File: src/rtl/pio_unit_map.svh
// constants for the programmed i/o instruction unit
`ifndef PIO_UNIT_MAP_SVH
`define PIO_UNIT_MAP_SVH
`define PIO_WORD_W 16
`define PIO_BYTE_W 8
`define PIO_DEV_W 5
`define PIO_FUNC_W 3
`define PIO_SEL_W 8
`define PIO_DEV_CPU 5'h00
`define PIO_WORD_ZERO 16'h0000
`define PIO_BYTE_ZERO 8'h00
`endif

File: src/rtl/pio_unit_pkg.sv
// types for the programmed i/o instruction unit
package pio_unit_pkg;
   typedef enum logic [4:0] {
      OP_TEST_SKIP_ON_TRUE = 5'h00,
      OP_TEST_SKIP_ON_FALSE = 5'h01,
      OP_FUNCTION_STROBE = 5'h02,
      OP_FUNCTION_STROBE_ACCUM = 5'h03,
      OP_FUNCTION_STROBE_INDEX = 5'h04,
      OP_WORD_LOAD_ACCUM = 5'h05,
      OP_WORD_LOAD_ACCUM_MASKED = 5'h06,
      OP_WORD_LOAD_INDEX = 5'h07,
      OP_WORD_LOAD_INDEX_MASKED = 5'h08,
      OP_WORD_PUT_ACCUM = 5'h09,
      OP_WORD_PUT_INDEX = 5'h0a,
      OP_WORD_PUT_ZERO = 5'h0b,
      OP_COND_WORD_LOAD_ACCUM = 5'h0c,
      OP_COND_WORD_LOAD_ACCUM_MASKED = 5'h0d,
      OP_COND_WORD_LOAD_INDEX = 5'h0e,
      OP_COND_WORD_LOAD_INDEX_MASKED = 5'h0f,
      OP_COND_WORD_PUT_ACCUM = 5'h10,
      OP_COND_WORD_PUT_INDEX = 5'h11,
      OP_COND_WORD_PUT_ZERO = 5'h12,
      OP_BYTE_LOAD_ACCUM = 5'h13,
      OP_BYTE_LOAD_ACCUM_MASKED = 5'h14,
      OP_BYTE_LOAD_INDEX = 5'h15,
      OP_BYTE_LOAD_INDEX_MASKED = 5'h16,
      OP_COND_BYTE_LOAD_ACCUM = 5'h17,
      OP_COND_BYTE_LOAD_ACCUM_MASKED = 5'h18,
      OP_COND_BYTE_LOAD_INDEX = 5'h19,
      OP_COND_BYTE_LOAD_INDEX_MASKED = 5'h1a
   } pio_op_t;

   typedef enum logic [1:0] {
      ST_IDLE = 2'b00,
      ST_TEST = 2'b01,
      ST_XFER = 2'b10,
      ST_DONE = 2'b11
   } pio_state_t;

   // outcome of one instruction, toward the sequencer
   typedef enum logic [1:0] {
      RES_NEXT = 2'b00,
      RES_SKIP = 2'b01,
      RES_REPEAT = 2'b10,
      RES_INTERRUPT = 2'b11
   } pio_result_t;

   typedef struct packed {
      pio_op_t op;
      logic [4:0] dev;
      logic [2:0] func;
   } pio_cmd_t;

   typedef struct packed {
      logic [4:0] dev;
      logic [2:0] func;
      logic sense;
      logic strobe;
      logic data_in;
      logic data_out;
      logic [15:0] data;
   } pio_bus_t;
endpackage

File: src/rtl/pio_unit.sv
// programmed i/o instruction unit: sense, strobe, word and byte transfers
// ---------------------------------------------------------------------
// Summary of operation
// - skip-on-true test skips on true answer
// - skip-on-false test skips on false answer
// - plain strobe sends function code, zero data
// - accum/index strobes put register on data
// - interrupt sampled before strobe, unless inhibited
// - word transfers move exactly sixteen bits
// - conditional transfer repeats until true answer
// - interrupt on false word test re-executes
// - eight-bit peripheral returns zero upper byte
// - word loads take input into register
// - masked word loads AND input with register
// - word puts send accum or index
// - zero puts send all-zero word
// - conditional reads load or mask on true
// - conditional writes send register on true
// - byte loads replace low byte only
// - masked byte loads AND low byte only
// - conditional byte reads repeat until true
// - interrupt on false byte test re-executes
// - selector is 5-bit device, 3-bit function
// - width set by instruction, not mode flag
// ---------------------------------------------------------------------
`timescale 1ns/10ps
`include "pio_unit_map.svh"

module pio_unit (
   // clock and reset
   input wire logic mclk_i,
   input wire logic rst_b_i,
   // instruction from the sequencer
   input wire logic cmd_valid_i,
   input wire pio_unit_pkg::pio_cmd_t cmd_i,
   input wire logic [15:0] accum_i,
   input wire logic [15:0] index_i,
   input wire logic irq_pending_i,
   input wire logic irq_inhibit_i,
   // i/o bus toward the peripherals
   output pio_unit_pkg::pio_bus_t bus_o,
   input wire logic sense_resp_i,
   input wire logic [15:0] bus_data_i,
   // results toward the sequencer
   output logic busy_o,
   output logic done_o,
   output pio_unit_pkg::pio_result_t result_o,
   output logic irq_take_o,
   output logic accum_we_o,
   output logic index_we_o,
   output logic [15:0] reg_data_o,
   output logic bad_dev_o
);
   import pio_unit_pkg::*;

   // ------------------------------------------------------------------
   // decode
   // ------------------------------------------------------------------
   pio_state_t state_q;
   pio_cmd_t cmd_q;
   pio_bus_t bus_q;
   logic [15:0] accum_q;
   logic [15:0] index_q;
   logic irq_q;
   logic is_test, is_cond, is_strobe, is_load, is_put;
   logic is_byte, is_mask, is_index;

   always_comb begin
      is_test = 1'b0;
      is_cond = 1'b0;
      is_strobe = 1'b0;
      is_load = 1'b0;
      is_put = 1'b0;
      is_byte = 1'b0;
      is_mask = 1'b0;
      is_index = 1'b0;
      // width comes from the opcode alone, no mode flag input exists
      case (cmd_q.op)
         OP_TEST_SKIP_ON_TRUE: is_test = 1'b1;
         OP_TEST_SKIP_ON_FALSE: is_test = 1'b1;
         OP_FUNCTION_STROBE: is_strobe = 1'b1;
         OP_FUNCTION_STROBE_ACCUM: is_strobe = 1'b1;
         OP_FUNCTION_STROBE_INDEX: begin
            is_strobe = 1'b1;
            is_index = 1'b1;
         end
         OP_WORD_LOAD_ACCUM: is_load = 1'b1;
         OP_WORD_LOAD_ACCUM_MASKED: begin
            is_load = 1'b1;
            is_mask = 1'b1;
         end
         OP_WORD_LOAD_INDEX: begin
            is_load = 1'b1;
            is_index = 1'b1;
         end
         OP_WORD_LOAD_INDEX_MASKED: begin
            is_load = 1'b1;
            is_index = 1'b1;
            is_mask = 1'b1;
         end
         OP_WORD_PUT_ACCUM: is_put = 1'b1;
         OP_WORD_PUT_INDEX: begin
            is_put = 1'b1;
            is_index = 1'b1;
         end
         OP_WORD_PUT_ZERO: is_put = 1'b1;
         OP_COND_WORD_LOAD_ACCUM: begin
            is_cond = 1'b1;
            is_load = 1'b1;
         end
         OP_COND_WORD_LOAD_ACCUM_MASKED: begin
            is_cond = 1'b1;
            is_load = 1'b1;
            is_mask = 1'b1;
         end
         OP_COND_WORD_LOAD_INDEX: begin
            is_cond = 1'b1;
            is_load = 1'b1;
            is_index = 1'b1;
         end
         OP_COND_WORD_LOAD_INDEX_MASKED: begin
            is_cond = 1'b1;
            is_load = 1'b1;
            is_index = 1'b1;
            is_mask = 1'b1;
         end
         OP_COND_WORD_PUT_ACCUM: begin
            is_cond = 1'b1;
            is_put = 1'b1;
         end
         OP_COND_WORD_PUT_INDEX: begin
            is_cond = 1'b1;
            is_put = 1'b1;
            is_index = 1'b1;
         end
         OP_COND_WORD_PUT_ZERO: begin
            is_cond = 1'b1;
            is_put = 1'b1;
         end
         OP_BYTE_LOAD_ACCUM: begin
            is_load = 1'b1;
            is_byte = 1'b1;
         end
         OP_BYTE_LOAD_ACCUM_MASKED: begin
            is_load = 1'b1;
            is_byte = 1'b1;
            is_mask = 1'b1;
         end
         OP_BYTE_LOAD_INDEX: begin
            is_load = 1'b1;
            is_byte = 1'b1;
            is_index = 1'b1;
         end
         OP_BYTE_LOAD_INDEX_MASKED: begin
            is_load = 1'b1;
            is_byte = 1'b1;
            is_index = 1'b1;
            is_mask = 1'b1;
         end
         OP_COND_BYTE_LOAD_ACCUM: begin
            is_cond = 1'b1;
            is_load = 1'b1;
            is_byte = 1'b1;
         end
         OP_COND_BYTE_LOAD_ACCUM_MASKED: begin
            is_cond = 1'b1;
            is_load = 1'b1;
            is_byte = 1'b1;
            is_mask = 1'b1;
         end
         OP_COND_BYTE_LOAD_INDEX: begin
            is_cond = 1'b1;
            is_load = 1'b1;
            is_byte = 1'b1;
            is_index = 1'b1;
         end
         OP_COND_BYTE_LOAD_INDEX_MASKED: begin
            is_cond = 1'b1;
            is_load = 1'b1;
            is_byte = 1'b1;
            is_index = 1'b1;
            is_mask = 1'b1;
         end
         default: is_test = 1'b0;
      endcase
   end

   // ------------------------------------------------------------------
   // data paths
   // ------------------------------------------------------------------
   logic [15:0] src_reg, put_word, load_word;
   logic zero_put;

   assign src_reg = is_index ? index_q : accum_q;
   assign zero_put = (cmd_q.op == OP_WORD_PUT_ZERO) ||
                     (cmd_q.op == OP_COND_WORD_PUT_ZERO) ||
                     (cmd_q.op == OP_FUNCTION_STROBE);
   assign put_word = zero_put ? `PIO_WORD_ZERO : src_reg;

   always_comb begin
      load_word = bus_data_i;
      if (is_byte) begin
         // high byte kept, low byte loaded or masked
         load_word[15:8] = src_reg[15:8];
         if (is_mask) begin
            load_word[7:0] = bus_data_i[7:0] & src_reg[7:0];
         end else begin
            load_word[7:0] = bus_data_i[7:0];
         end
      end else if (is_mask) begin
         load_word = bus_data_i & src_reg;
      end
   end

   // ------------------------------------------------------------------
   // sequencer
   // ------------------------------------------------------------------
   logic bad_dev;
   assign bad_dev = (cmd_i.dev == `PIO_DEV_CPU);

   // phases: test drives sense strobe, xfer moves data, done reports
   always_ff @(posedge mclk_i) begin
      if (!rst_b_i) begin
         state_q <= ST_IDLE;
         cmd_q <= '0;
         accum_q <= `PIO_WORD_ZERO;
         index_q <= `PIO_WORD_ZERO;
         irq_q <= 1'b0;
      end else begin
         case (state_q)
            ST_IDLE: begin
               if (cmd_valid_i && !bad_dev) begin
                  cmd_q <= cmd_i;
                  accum_q <= accum_i;
                  index_q <= index_i;
                  // latched before any strobe acts on the device
                  irq_q <= irq_pending_i && !irq_inhibit_i;
                  state_q <= ST_TEST;
               end
            end
            ST_TEST: begin
               if ((is_test || is_cond) || !is_strobe) begin
                  state_q <= ST_XFER;
               end else begin
                  state_q <= ST_XFER;
               end
            end
            ST_XFER: state_q <= ST_DONE;
            ST_DONE: state_q <= ST_IDLE;
            default: state_q <= ST_IDLE;
         endcase
      end
   end

   // ------------------------------------------------------------------
   // bus drive: one cycle per phase
   // ------------------------------------------------------------------
   always_ff @(posedge mclk_i) begin
      if (!rst_b_i) begin
         bus_q <= '0;
      end else begin
         bus_q <= '0;
         if (state_q == ST_IDLE && cmd_valid_i && !bad_dev) begin
            bus_q.dev <= cmd_i.dev;
            bus_q.func <= cmd_i.func;
         end else if (state_q == ST_TEST) begin
            bus_q.dev <= cmd_q.dev;
            bus_q.func <= cmd_q.func;
            if (is_test || is_cond) begin
               bus_q.sense <= 1'b1;
            end else if (is_strobe) begin
               bus_q.strobe <= 1'b1;
               bus_q.data <= put_word;
            end else if (is_put) begin
               bus_q.data_out <= 1'b1;
               bus_q.data <= put_word;
            end else if (is_load) begin
               bus_q.data_in <= 1'b1;
            end
         end else if (state_q == ST_XFER && is_cond && sense_resp_i) begin
            bus_q.dev <= cmd_q.dev;
            bus_q.func <= cmd_q.func;
            bus_q.data_out <= is_put;
            bus_q.data_in <= is_load;
            bus_q.data <= is_put ? put_word : `PIO_WORD_ZERO;
         end
      end
   end

   // ------------------------------------------------------------------
   // results
   // ------------------------------------------------------------------
   logic cond_go;
   // during xfer the sense answer of the test cycle is on sense_resp_i
   assign cond_go = is_cond && sense_resp_i;

   always_ff @(posedge mclk_i) begin
      if (!rst_b_i) begin
         done_o <= 1'b0;
         result_o <= RES_NEXT;
         irq_take_o <= 1'b0;
         accum_we_o <= 1'b0;
         index_we_o <= 1'b0;
         reg_data_o <= `PIO_WORD_ZERO;
         busy_o <= 1'b0;
         bad_dev_o <= 1'b0;
      end else begin
         done_o <= 1'b0;
         irq_take_o <= 1'b0;
         accum_we_o <= 1'b0;
         index_we_o <= 1'b0;
         bad_dev_o <= state_q == ST_IDLE && cmd_valid_i && bad_dev;
         busy_o <= (state_q != ST_IDLE && state_q != ST_DONE) ||
                   (state_q == ST_IDLE && cmd_valid_i && !bad_dev);
         if (state_q == ST_XFER) begin
            done_o <= 1'b1;
            result_o <= RES_NEXT;
            if (cmd_q.op == OP_TEST_SKIP_ON_TRUE) begin
               result_o <= sense_resp_i ? RES_SKIP : RES_NEXT;
            end else if (cmd_q.op == OP_TEST_SKIP_ON_FALSE) begin
               result_o <= sense_resp_i ? RES_NEXT : RES_SKIP;
            end else if (is_cond && !sense_resp_i) begin
               // pc stays on this instruction either way
               result_o <= irq_q ? RES_INTERRUPT : RES_REPEAT;
               irq_take_o <= irq_q;
            end else if (is_strobe) begin
               // interrupt seen before the strobe is still honoured
               result_o <= irq_q ? RES_INTERRUPT : RES_NEXT;
               irq_take_o <= irq_q;
            end
            if (is_load && (!is_cond || cond_go)) begin
               accum_we_o <= !is_index;
               index_we_o <= is_index;
               reg_data_o <= load_word;
            end
         end
      end
   end

   assign bus_o = bus_q;
endmodule

File: config.mk
export PLATFORM = sky130hd
export DESIGN_NAME = pio_unit
export DESIGN_NICKNAME = d
export VERILOG_FILES = /design/src/rtl/pio_unit_pkg.sv /design/src/rtl/pio_unit.sv
export VERILOG_INCLUDE_DIRS = /design/src /design/src/rtl
export SDC_FILE = /design/constraint.sdc
export NUM_CORES = 1
export LEC_CHECK = 0
export BUFFER_PORTS_ARGS = -buffer_cell sky130_fd_sc_hd__buf_2
export CAP_MARGIN = 30
export CORE_MARGIN = 1.5
export CORE_UTILIZATION = 52
export DETAILED_ROUTE_END_ITERATION = 12
export MAX_ROUTING_LAYER = met4
export PLACE_DENSITY = 0.79
export SETUP_SLACK_MARGIN = 0.3
export SKIP_LAST_GASP = 1
export SLEW_MARGIN = 5
export SYNTH_ARGS = -nofsm -noshare
export SYNTH_HDL_FRONTEND = slang
export SYNTH_SLANG_ARGS = --single-unit
File: constraint.sdc
create_clock -name mclk_i -period 2.1 [get_ports mclk_i]
set_input_delay 0.42 -clock mclk_i [delete_from_list [all_inputs] [get_ports mclk_i]]
set_output_delay 0.42 -clock mclk_i [all_outputs]
set_load 0.02 [all_outputs]
After elaboration in Yosys (flattened, before gate mapping)
Cells that the tools add are included.

Reduce and logical (&&, ||, !) cells: 40. Equal/unequal tests: 31. Multiplexer cells: 40. Bitwise operators: 5.

Operator list (number): 2-to-1 mux 16 bit (6); equality test 5 bit, second input constant (11); 2-to-1 mux 18 bit (3); equality test 5 x 4 -> 1 bit, second input constant (8); 2-to-1 mux 8 bit (4); OR reduction 11 bit (2); equality test 5 x 3 -> 1 bit, second input constant (4); 2-to-1 mux 1 bit (18); 2-to-1 mux 17 bit (1); AND 16 bit (1); OR reduction 16 bit (1); OR reduction 8 bit (2); 2-to-1 mux 2 bit (7); logical AND 1 bit (11); equality test 5 x 2 -> 1 bit, second input constant (2); logical NOT 5 bit (2); AND 8 bit (1); one-hot mux 2 bit (4 select lines) (1); OR reduction 4 bit (2); OR reduction 3 bit (2); OR reduction 6 bit (1); equality test 5 x 1 -> 1 bit, second input constant (1); logical NOT 1 bit (5); logical OR 1 bit (5); other kinds (9) (15).

Register bits after elaboration: 100. Output and inout port bits: 52. Word-level logic and storage cells: 138. Bits of input ports: 67.

Longest topological paths before layout
Gate-level depths: netlist of run 1.

Depth in word-level cells: 9. Depth in mapped cells: 10. Mapped depth without buffers: 7.

Worst setup path before layout of run 1
OpenSTA, ideal clock, no wires.

Kind: input to register. Start point: input port cmd_i[3] in the netlist's numbering. End point: register busy_o. Data required time: 1.985 ns. Arrival: 1.703 ns. Path buffers: 2. Slack: 0.282 ns. Stages: 5. Library setup time: 0.115 ns. Cell sequence: or4_4 > o211a_1 > clkbuf_1 > buf_2 > o21a_1.

Word-level cells in the longest chain between the ends: 4.

Ends and longest elaborated chain: from (decl) (line pio_unit.sv:35) `input wire pio_unit_pkg::pio_cmd_t cmd_i,`; logical NOT 5 bit (no source line); logical NOT 1 bit (line pio_unit.sv:314) `(state_q == ST_IDLE && cmd_valid_i && !bad_dev);`; logical AND 1 bit (line pio_unit.sv:314); logical OR 1 bit (line pio_unit.sv:313) `busy_o <= (state_q != ST_IDLE && state_q != ST_DONE) ||`; to (signal assigned) (line pio_unit.sv:313); to (decl) (line pio_unit.sv:45) `output logic busy_o,`.

No other way between the ends. A chain may end at the register's enable or synchronous reset.

Worst setup path in the final report of run 1
Start point: register cmd_q[10] in the netlist's numbering. End point: register bus_q (netlist bit bus_o[2]).

Word-level cells in the longest chain between the ends: 9. Elaborated cells on any way between the ends: 46. Classes of those cells: eq/ne: 22; mux: 13; reduce/logical: 11.

Ends and longest elaborated chain: from (decl) (line pio_unit.sv:60) `pio_cmd_t cmd_q;`; from (signal assigned) (line pio_unit.sv:233) `cmd_q <= cmd_i;`; equality test 5 bit (tied with other cells) (line pio_unit.sv:78) `case (cmd_q.op)`; OR reduction 11 bit (no source line); 2-to-1 mux 1 bit (line pio_unit.sv:78); 2-to-1 mux 16 bit (line pio_unit.sv:194) `assign src_reg = is_index ? index_q : accum_q;`; 2-to-1 mux 16 bit (line pio_unit.sv:198) `` assign put_word = zero_put ? `PIO_WORD_ZERO : src_reg; ``; 2-to-1 mux 17 bit (line pio_unit.sv:274) `end else if (is_put) begin`; 2-to-1 mux 16 bit (line pio_unit.sv:271) `end else if (is_strobe) begin`; 2-to-1 mux 18 bit (line pio_unit.sv:269) `if (is_test || is_cond) begin`; 2-to-1 mux 18 bit * (line pio_unit.sv:266) `end else if (state_q == ST_TEST) begin`; to (decl) (line pio_unit.sv:61) `pio_bus_t bus_q;`.

Mark *: on every way between the ends. The rest lies on a longest branch, timed or not.

==> impl_metrics.py, run 1 <==
metrics = {
    "outcome": {
        "status": "complete, no violations",
    },
    "yosys": {
        "syn_inst": 487,
        "synth_seq_cells": 100,
        "yosysWarnings": 0,
        "synth_nets": 557,
        "synth_cell_types": 54,
        "netlist_top_cells_count": "103 x nand2_1, 100 x dfxtp_1, 36 x nand3_1",
        "synth-edff-count": 0,
        "syn_area_per_cell_sq_um": 8.89,
        "seq_area_frac_synth_pct": 46.2,
        "synthesis.area_sq_um": 4330,
        "ys.flop_type": "dfxtp_1",
        "synth_top_area_cell": "dfxtp_1",
        "synth-async-reset-ratio_pct": 0,
        "synthTopCellsByArea": "dfxtp_1 46%, nand2_1 8.9%, a21boi_1 5.2%, nand3_1 4.2%, mux2i_1 3.7%",
        "synth_top_area_share_pct": 46.2,
        "synth.most_common_cell": "nand2_1",
    },
    "job": {
        "cap_violations": 0,
    },
    "placement": {
        "preCtsSetupSlack_ns": -0.00620,
        "portBuffers": 118,
        "dpl-instance-area_sq_um": 5040,
        "place_hpwl_um": 7710,
        "gp_congestion": 0.900,
    },
    "layout": {
        "design_area_sq_um": 5690,
        "diodes": 0,
        "drive_above_1_share_pct": 38.9,
        "final_util_pct": 70.0,
        "areaGrowthSynthToFinish_pct": 31.4,
        "fill_cells": 617,
        "layout.nets": 690,
    },
    "worst_setup_path": {
        "crit-reg2reg-capture": "bus_o[2]",
        "ff2ff_path_depth": 6,
        "cp-end-kind": "flop",
        "critPathArrivalTime_ns": 2.21,
        "ff2ff_setup_slack_ns": 0.21,
        "critPathKind": "reg -> reg",
        "required_ns": 2.42,
        "path_max_fanout": 8,
        "cp-start-kind": "flop",
        "rr_startpoint": "cmd_q[10]",
    },
    "floorplan": {
        "dieArea_sq_um": 8880,
        "chipWidth_um": 94.3,
        "coreArea_sq_um": 8130,
        "io_pins": 119,
        "die_y_um": 94.3,
        "start_util_pct": 53.2,
        "rows": 33,
    },
    "sta": {
        "setup_violations": 0,
        "fmax_mhz": 530,
        "fin_crit_sh_pct": 89.9,
        "fin_crit_ns": 1.89,
        "fin_skew_ns": 0.0180,
        "rsz0062_at_grt": "yes",
        "holdWs_ns": 0.255,
        "worst_slew_pin_slew_ns": 0.478,
        "drv_slew": 0,
        "hold_viol": 0,
        "setup_ws_ns": 0.211,
        "slew-limit-headroom_pct": 68.1,
    },
    "hold_path": {
        "hold_end": "cmd_q[8]",
        "hp-start": "cmd_i[8]",
        "hold_path_class": "in -> reg",
        "worstHoldPathCells": 3,
    },
    "global_route": {
        "grt_max_degree": 55,
        "antenna_found_initial": 0,
        "grt_pass1_vias": 3744,
        "gr-usage-all-layers_pct": 26.5,
        "grt.overflow.total": 0,
        "grt_pass1_wl_um": 17500,
    },
    "clock_network": {
        "clockBufferDepth": 2,
        "clk_pin_slew_ns": 0.10,
        "cts_htree_levels": 3,
        "cts-root-buf": "clkbuf_8",
        "clk_latency_ns": 0.39,
        "numCtsBuffers": 9,
        "clock-sinks": 100,
        "cts_hold_buf": 0,
        "cts_tree": "yes",
    },
    "detailed_routing": {
        "drtIter0Drc": 371,
        "ant_nets": 0,
        "drt_first_pass_iters": 5,
        "wire_per_inst_um": 16.1,
        "drc_errors": 0,
        "vias": 4113,
        "drt-total-wl_um": 11800,
        "viasPerCell": 5.63,
    },
    "power_and_ir_drop": {
        "leakage_nw": 2.37,
        "power_w": 0.00596,
        "vdd_drop_max_v": 0.000539,
        "p_per_area_nw_per_um2": 1050,
    },
}
worst max-delay path, cell delays in order (launching register included):
cell and delay (ns):
dfxtp_4 0.40, buf_4 0.16, or3b_1 0.37, a211oi_2 0.31
a21oi_2 0.11, o32a_4 0.31, nor3_2 0.16
worst max-delay path by stage:
stage,from,slack [ns],depth (start not counted),end
finish,cmd_q[10],0.21,6,bus_o[2]
floorplan,cmd_i[3],0.31,6,bus_o[22]
global placement,cmd_q[10],0.07,6,reg_data_o[1]
detailed placement,cmd_q[10],-0.006,5,reg_data_o[15]
CTS,cmd_q[8],0.28,6,bus_o[2]
global route,cmd_q[10],0.13,8,reg_data_o[13]
metal layers:
layer / vias to the layer above / track usage, % / share of wire [%]
met4: 0 / 13.8 / 4.2
met5: - / - / 0
met3: 46 / 5.02 / 7.5
met2: 202 / 42.9 / 49
li1: 1961 / - / -
met1: 1904 / 31.2 / 39
state kept, by name (all words and copies together) (netlist names):
name	cells
accum_q	16
accum_we_o	1
bad_dev_o	1
bus_o	28
busy_o	1
cmd_q	13
done_o	1
index_q	16
index_we_o	1
irq_q	1
irq_take_o	1
reg_data_o	16
result_o	2
state_q	2
per-stage QoR:
| step | instances | TNS, ns |
|---|---|---|
| after floorplan | 487 | 0 |
| after global placement | 698 | 0 |
| after detailed placement | 698 | -0.00665 |
| after CTS | 719 | 0 |
| after global routing | 730 | 0 |
| final | 730 | 0 |
what timing repair did:
action | in CTS | in global routing
pin swaps | 7 | 30
endpoints found under the setup margin | 45 | 47
cloned | 1 | 0
setup buffers | 4 | 11
resized for setup | 40 | 34
power by group:
| part | total (W) | internal [W] | switching (W) |
|---|---|---|---|
| Combinational | 0.00230 | 0.000970 | 0.00133 |
| Clock | 0.00131 | 0.000584 | 0.000728 |
| Sequential | 0.00235 | 0.00216 | 0.000187 |
| Total | 0.00596 | 0.00372 | 0.00224 |
logic make-up after synthesis:
group                      share of synthesized area [%]
xor gates and xnor gates                           0.405
adders and majority gates                          0.867
muxes                                               3.70
buffers and inverters                               6.38
DFF                                                 46.2
and+or+nand+nor                                     22.3
AOI/OAI and AO/OA                                   20.1
area by class of cell:
cell class / count / area, sq um / share of cell area (%)
multi-input cells: 338 / 2330 / 41.0
inverters: 9 / 33.8 / 0.594
well taps: 105 / 131 / 2.31
clock buffers: 9 / 124 / 2.18
repair buffers: 162 / 956 / 16.8
clock inverters: 7 / 92.6 / 1.63
flip-flops and latches: 100 / 2020 / 35.5
cell usage in the layout, fill, tap and decap left out, drive strengths merged, types with 2 or more instances in the layout:
cell and count:
o211ai 11, dfxtp 100, nand3b 2, a22oi 9, o32a 3, nor2b 2
buf 162, nand2 103, o21ai 16, nand2b 6, mux2i 16, a21oi 8
nand3 36, o221ai 9, inv 13, nand4b 2, nor2 9, ha 3
nor3 20, clkinv 2, clkbuf 9, a31oi 5, and2 12, a21boi 47
(Power assumes the default switching activity.)
==> inputs of run 2 (changes only) <==
--- a/config.mk
+++ b/config.mk
@@ -6,6 +6,7 @@
 export SDC_FILE = /design/constraint.sdc
 export NUM_CORES = 1
 export LEC_CHECK = 0
+export ABC_AREA = 1
 export BUFFER_PORTS_ARGS = -buffer_cell sky130_fd_sc_hd__buf_2
 export CAP_MARGIN = 30
 export CORE_MARGIN = 1.5
==> impl_metrics.py, run 2 <==
metrics = {
    "placement": {
        "portBuffers": 118,
        "place_hpwl_um": 8270,
        "dpl-instance-area_sq_um": 5050,
        "gp_congestion": 0.951,
    },
    "sta": {
        "setup_violations": 0,
        "fmax_mhz": 516,
        "hold_viol": 0,
        "rsz0062_at_grt": "yes",
        "fin_crit_sh_pct": 92.3,
        "slew-limit-headroom_pct": 62.1,
        "fin_skew_ns": 0.0100,
        "drv_slew": 0,
        "worst_slew_pin_slew_ns": 0.567,
        "fin_crit_ns": 1.94,
        "tns_ns": 0,
    },
    "yosys": {
        "yosysWarnings": 0,
        "synthesis.area_sq_um": 4300,
        "synthTopCellsByArea": "dfxtp_1 47%, nand2_1 11%, nor2_1 8.5%, nand3_1 7.7%, inv_1 4.9%",
        "synth-async-reset-ratio_pct": 0,
        "synth.most_common_cell": "nand2_1",
        "synth_top_area_cell": "dfxtp_1",
        "netlist_top_cells_count": "123 x nand2_1, 100 x dfxtp_1, 97 x nor2_1",
        "synth_top_area_share_pct": 46.5,
        "syn_area_per_cell_sq_um": 7.15,
        "synth_seq_cells": 100,
        "ys.flop_type": "dfxtp_1",
        "synth_cell_types": 27,
        "synth_nets": 672,
        "synth-edff-count": 0,
        "seq_area_frac_synth_pct": 46.5,
        "syn_inst": 602,
    },
    "global_route": {
        "use_met3_pct": 3.56,
        "gr-usage-all-layers_pct": 26.6,
        "grt_max_degree": 52,
        "grt_pass1_vias": 3897,
        "antenna_found_initial": 1,
        "top_usage_layer": "met2",
        "grt.overflow.total": 0,
        "grt_pass1_wl_um": 17800,
        "met2_usage_pct": 40.8,
        "met1_usage_pct": 35.7,
    },
    "job": {
        "cap_violations": 0,
    },
    "floorplan": {
        "start_util_pct": 54.8,
        "dieArea_sq_um": 8830,
        "io_pins": 119,
        "die_y_um": 94.0,
        "rows": 32,
        "chipWidth_um": 94.0,
        "coreArea_sq_um": 7850,
    },
    "worst_setup_path": {
        "cp-end-kind": "flop",
        "cp-start-kind": "flop",
        "critPathKind": "reg -> reg",
        "crit_path_end": "bus_o[6]",
        "crit-reg2reg-capture": "bus_o[6]",
        "rr_startpoint": "cmd_q[8]",
        "critPathArrivalTime_ns": 2.23,
        "ff2ff_path_depth": 12,
        "critical_path.startpoint": "cmd_q[8]",
        "ff2ff_setup_slack_ns": 0.16,
        "path_max_fanout": 10,
        "required_ns": 2.39,
    },
    "detailed_routing": {
        "wire_per_inst_um": 14.7,
        "ant_nets": 0,
        "drt_first_pass_iters": 6,
        "drtIter0Drc": 250,
        "drc_errors": 0,
        "vias": 4531,
        "drt-total-wl_um": 12600,
        "viasPerCell": 5.31,
    },
    "power_and_ir_drop": {
        "pwr-share-clk_pct": 16.3,
        "leakage_nw": 2.93,
        "combPwrFrac_pct": 48.0,
        "internal-power_w": 0.00410,
        "p_per_area_nw_per_um2": 1210,
        "power.share.sequential_pct": 35.7,
        "swShare_pct": 42.5,
        "vdd_drop_max_v": 0.000866,
        "switchingPower_w": 0.00302,
    },
    "clock_network": {
        "cts_tree": "yes",
        "clockBufferDepth": 2,
        "clock-sinks": 100,
        "numCtsBuffers": 9,
        "clk_pin_slew_ns": 0.10,
        "clk_latency_ns": 0.36,
        "cts_htree_levels": 3,
        "cts-root-buf": "clkbuf_8",
    },
    "layout": {
        "final_common_cell": "buf_2",
        "multi_input_area_sq_um": 2260,
        "drive_above_1_share_pct": 37.5,
        "final_cell_mix": "118 x buf_2, 115 x nand2_1, 93 x nor2_1, 93 x dfxtp_1, 52 x inv_1",
        "areaGrowthSynthToFinish_pct": 36.9,
        "fill_cells": 595,
        "ff_latch_area_sq_um": 2020,
        "layout.nets": 816,
        "design_area_sq_um": 5890,
        "largest_register_ffs": 28,
    },
    "outcome": {
        "status": "complete, no violations",
    },
    "hold_path": {
        "hold_path_class": "in -> reg",
    },
}
[run 2: critical path: stages (launching register included)]
cell,delay (ns)
dfxtp_4,0.39
nor2_1,0.05
buf_4,0.15
nand2_1,0.10
inv_1,0.06
nor2_2,0.19
nand3_4,0.16
nor2_4,0.18
nand2_1,0.08
nand2_1,0.11
nand2_4,0.10
buf_12,0.16
a21oi_2,0.12
[run 2: timing repair]
item | 4_1_cts | 5_1_grt
resized for setup | 27 | 68
setup buffers | 5 | 16
endpoints found under the setup margin | 73 | 83
pin swaps | 6 | 22
hold buffers | 0 | 0
gates cloned | 0 | 4
[run 2: per-layer routing]
metal | vias to the layer above | wire [um]
met5 | - | 0
met2 | 185 | 6030
li1 | 2214 | -
met3 | 47 | 727
met1 | 2085 | 5380
met4 | 0 | 461
[run 2: area by class of cell]
type | instances | share of cell area, %
diodes | 1 | 0.0425
clock buffers | 11 | 2.40
clock inverters | 5 | 0.765
inverters | 62 | 4.02
multi-input cells | 415 | 38.5
flip-flops and latches | 100 | 34.3
well taps | 102 | 2.17
repair buffers | 158 | 17.8
[run 2: logic make-up (layout without fill, tap and decap cells)]
logic type	after synthesis	count (layout)	share of synthesized area, %
AND/OR/NAND/NOR	318	319	32.3
flip-flops	100	100	46.5
AO/OA/AOI/OAI	93	93	12.0
buffers and inverters	88	236	8.29
adder cells (fa/ha/maj)	3	3	0.873
other	0	1	0
[run 2: how the worst min path moves through the flow]
stage,startpoint,endpoint,cells past startpoint
final,irq_inhibit_i,irq_q,2
after global routing,irq_inhibit_i,irq_q,2
after CTS,irq_inhibit_i,irq_q,2
after detailed placement,result_o[0],result_o[0],2
after global placement,result_o[0],result_o[0],2
after floorplan,irq_q,irq_take_o,2
[run 2: power by group through the flow]
stage | clock network, W | registers (W) | logic, W
after floorplan | 0 | 0.00259 | 0.00167
after detailed placement | 0 | 0.00253 | 0.00247
after global placement | 0 | 0.00251 | 0.00242
final | 0.00116 | 0.00254 | 0.00342
after global routing | 0.00126 | 0.00257 | 0.00370
after CTS | 0.00117 | 0.00251 | 0.00268
[run 2: through the flow]
stage / cells / hold slack (ns) / power, W / setup WS [ns] / util, %
3_3_place_gp: 812 / 0.453 / 0.00493 / 0.121 / 64.4
3_5_place_dp: 812 / 0.462 / 0.00500 / 0.162 / 64.4
5_1_grt: 854 / 0.266 / 0.00753 / 0.109 / 75.0
4_1_cts: 833 / 0.274 / 0.00636 / 0.297 / 68.7
6_report: 854 / 0.281 / 0.00712 / 0.163 / 75.0
2_1_floorplan: 602 / 0.444 / 0.00426 / 0.384 / -
==> inputs of run 3 (changes only) <==
==> constraint.sdc (replaced) <==
create_clock -name mclk_i -period 2.15 [get_ports mclk_i]
set_input_delay 0.43 -clock mclk_i [delete_from_list [all_inputs] [get_ports mclk_i]]
set_output_delay 0.43 -clock mclk_i [all_outputs]
set_load 0.02 [all_outputs]
==> impl_metrics.py, run 3 (synthesis gave the netlist of run 2 again) <==
metrics = {
    "outcome": {
        "status": "complete, no violations",
    },
    "worst_setup_path": {
        "required_ns": 2.46,
        "cp-end-kind": "flop",
        "critPathKind": "reg -> reg",
        "cp-start-kind": "flop",
        "crit-reg2reg-capture": "bus_o[15]",
        "path_max_fanout": 10,
        "critPathArrivalTime_ns": 2.14,
        "crit_path_end": "bus_o[15]",
        "ff2ff_path_depth": 12,
        "rr_startpoint": "cmd_q[11]",
        "critical_path.startpoint": "cmd_q[11]",
        "ff2ff_setup_slack_ns": 0.32,
    },
    "detailed_routing": {
        "wl_met3_um": 651,
        "ant_nets": 0,
        "wl_met2_um": 5580,
        "drt_first_pass_iters": 4,
        "route.layer.met1.wl_um": 5510,
        "drt-total-wl_um": 12000,
        "drtIter0Drc": 211,
        "wire_per_inst_um": 14.2,
        "top_layer_used": "met4",
        "drc_errors": 0,
        "viasPerCell": 5.13,
        "vias": 4333,
    },
    "sta": {
        "fin_crit_sh_pct": 85.0,
        "drv_slew": 0,
        "fin_crit_ns": 1.83,
        "rsz0062_at_grt": "yes",
        "slew-limit-headroom_pct": 63.2,
        "worst_slew_pin_slew_ns": 0.552,
        "setup_violations": 0,
        "tns_ns": 0,
        "hold_viol": 0,
        "fin_skew_ns": 0.0111,
        "fmax_mhz": 547,
    },
    "floorplan": {
        "io_pins": 119,
        "dieArea_sq_um": 8830,
        "chipWidth_um": 94.0,
        "coreArea_sq_um": 7850,
        "start_util_pct": 54.8,
        "die_y_um": 94.0,
        "rows": 32,
    },
    "global_route": {
        "antenna_found_initial": 0,
        "grt_pass1_wl_um": 18300,
        "gr-usage-all-layers_pct": 27.3,
        "grt_pass1_vias": 3891,
        "grt_max_degree": 52,
        "grt.overflow.total": 0,
    },
    "layout": {
        "final_cell_mix": "118 x buf_2, 110 x nand2_1, 93 x nor2_1, 93 x dfxtp_1, 52 x inv_1",
        "final_common_cell": "buf_2",
        "drive_above_1_share_pct": 35.7,
        "diodes": 0,
        "layout.nets": 807,
        "layoutNonFillerInstCount": 844,
        "largest_register_ffs": 28,
        "areaGrowthSynthToFinish_pct": 33.3,
    },
    "power_and_ir_drop": {
        "vdd_drop_max_v": 0.000722,
        "power_w": 0.00674,
        "p_per_area_nw_per_um2": 1180,
        "leakage_nw": 2.85,
    },
    "clock_network": {
        "clk_pin_slew_ns": 0.10,
        "cts-root-buf": "clkbuf_8",
        "clockBufferDepth": 2,
        "cts_tree": "yes",
        "cts_hold_buf": 0,
        "clock-sinks": 100,
        "numCtsBuffers": 9,
        "clk_latency_ns": 0.38,
        "cts_htree_levels": 3,
    },
    "hold_path": {
        "hold_path_class": "in -> reg",
    },
    "placement": {
        "place_hpwl_um": 8360,
        "gp_congestion": 0.955,
        "portBuffers": 118,
        "dp.cells": 811,
    },
    "job": {
        "cap_violations": 0,
    },
}
==> run 3: where the power goes <==
group	internal, W	leakage [nW]	switching, W
registers	0.00223	0.820	0.000259
clock network	0.000461	0.0985	0.000744
logic	0.00117	1.93	0.00188
==> run 3: timing repair <==
item                                    CTS  global route
pin swaps                                 3            13
resized for setup                        17            74
cloned                                    0             1
setup buffers                             5            11
endpoints found under the hold margin     0             0
endpoints found under the setup margin   72            73
==> run 3: cell type report <==
class,count,area [sq um]
Inverter,62,236
Fill cell,659,2110
Clock buffer,9,124
Timing Repair Buffer,150,940
Tap cell,102,128
Sequential cell,100,2020
Multi-Input combinational cell,414,2210
Clock inverter,7,75.1
==> run 3: worst max-delay path: stages, from the launching register on <==
cell and delay [ns]:
dfxtp_4 0.40, inv_2 0.07, nor2_4 0.19, buf_6 0.14, nand2_1 0.07, nand3_1 0.09, nor2_1 0.07, a21oi_1 0.16
nand2_1 0.10, nand2_2 0.10, nand2_4 0.08, buf_12 0.16, a21oi_2 0.12
==> run 3: worst min-delay path by stage <==
stage                        from     endpoint  slack, ns  cells past startpoint
floorplan                   irq_q   irq_take_o       0.44                      2
global placement      result_o[0]  result_o[0]       0.45                      2
detailed placement    result_o[0]  result_o[0]       0.46                      2
CTS                 irq_inhibit_i        irq_q       0.24                      2
global route        irq_inhibit_i        irq_q       0.24                      2
finish              irq_inhibit_i        irq_q       0.25                      2
==> run 3: stage by stage <==
step,setup slack (ns),instance area [sq um],util (%),hold slack [ns]
6_report,0.322,5740,73.1,0.248
3_3_place_gp,0.202,5030,64.1,0.452
5_1_grt,0.224,5740,73.1,0.235
3_5_place_dp,0.168,5030,64.1,0.458
2_1_floorplan,0.434,4300,-,0.444
4_1_cts,0.293,5330,67.9,0.241
==> run 3: per-layer routing <==
| layer | up-vias | GRT usage [%] |
|---|---|---|
| li1 | 2194 | - |
| met1 | 1990 | 37.4 |
| met2 | 127 | 40.8 |
| met3 | 22 | 3.88 |
| met4 | 0 | 10.8 |
| met5 | - | - |
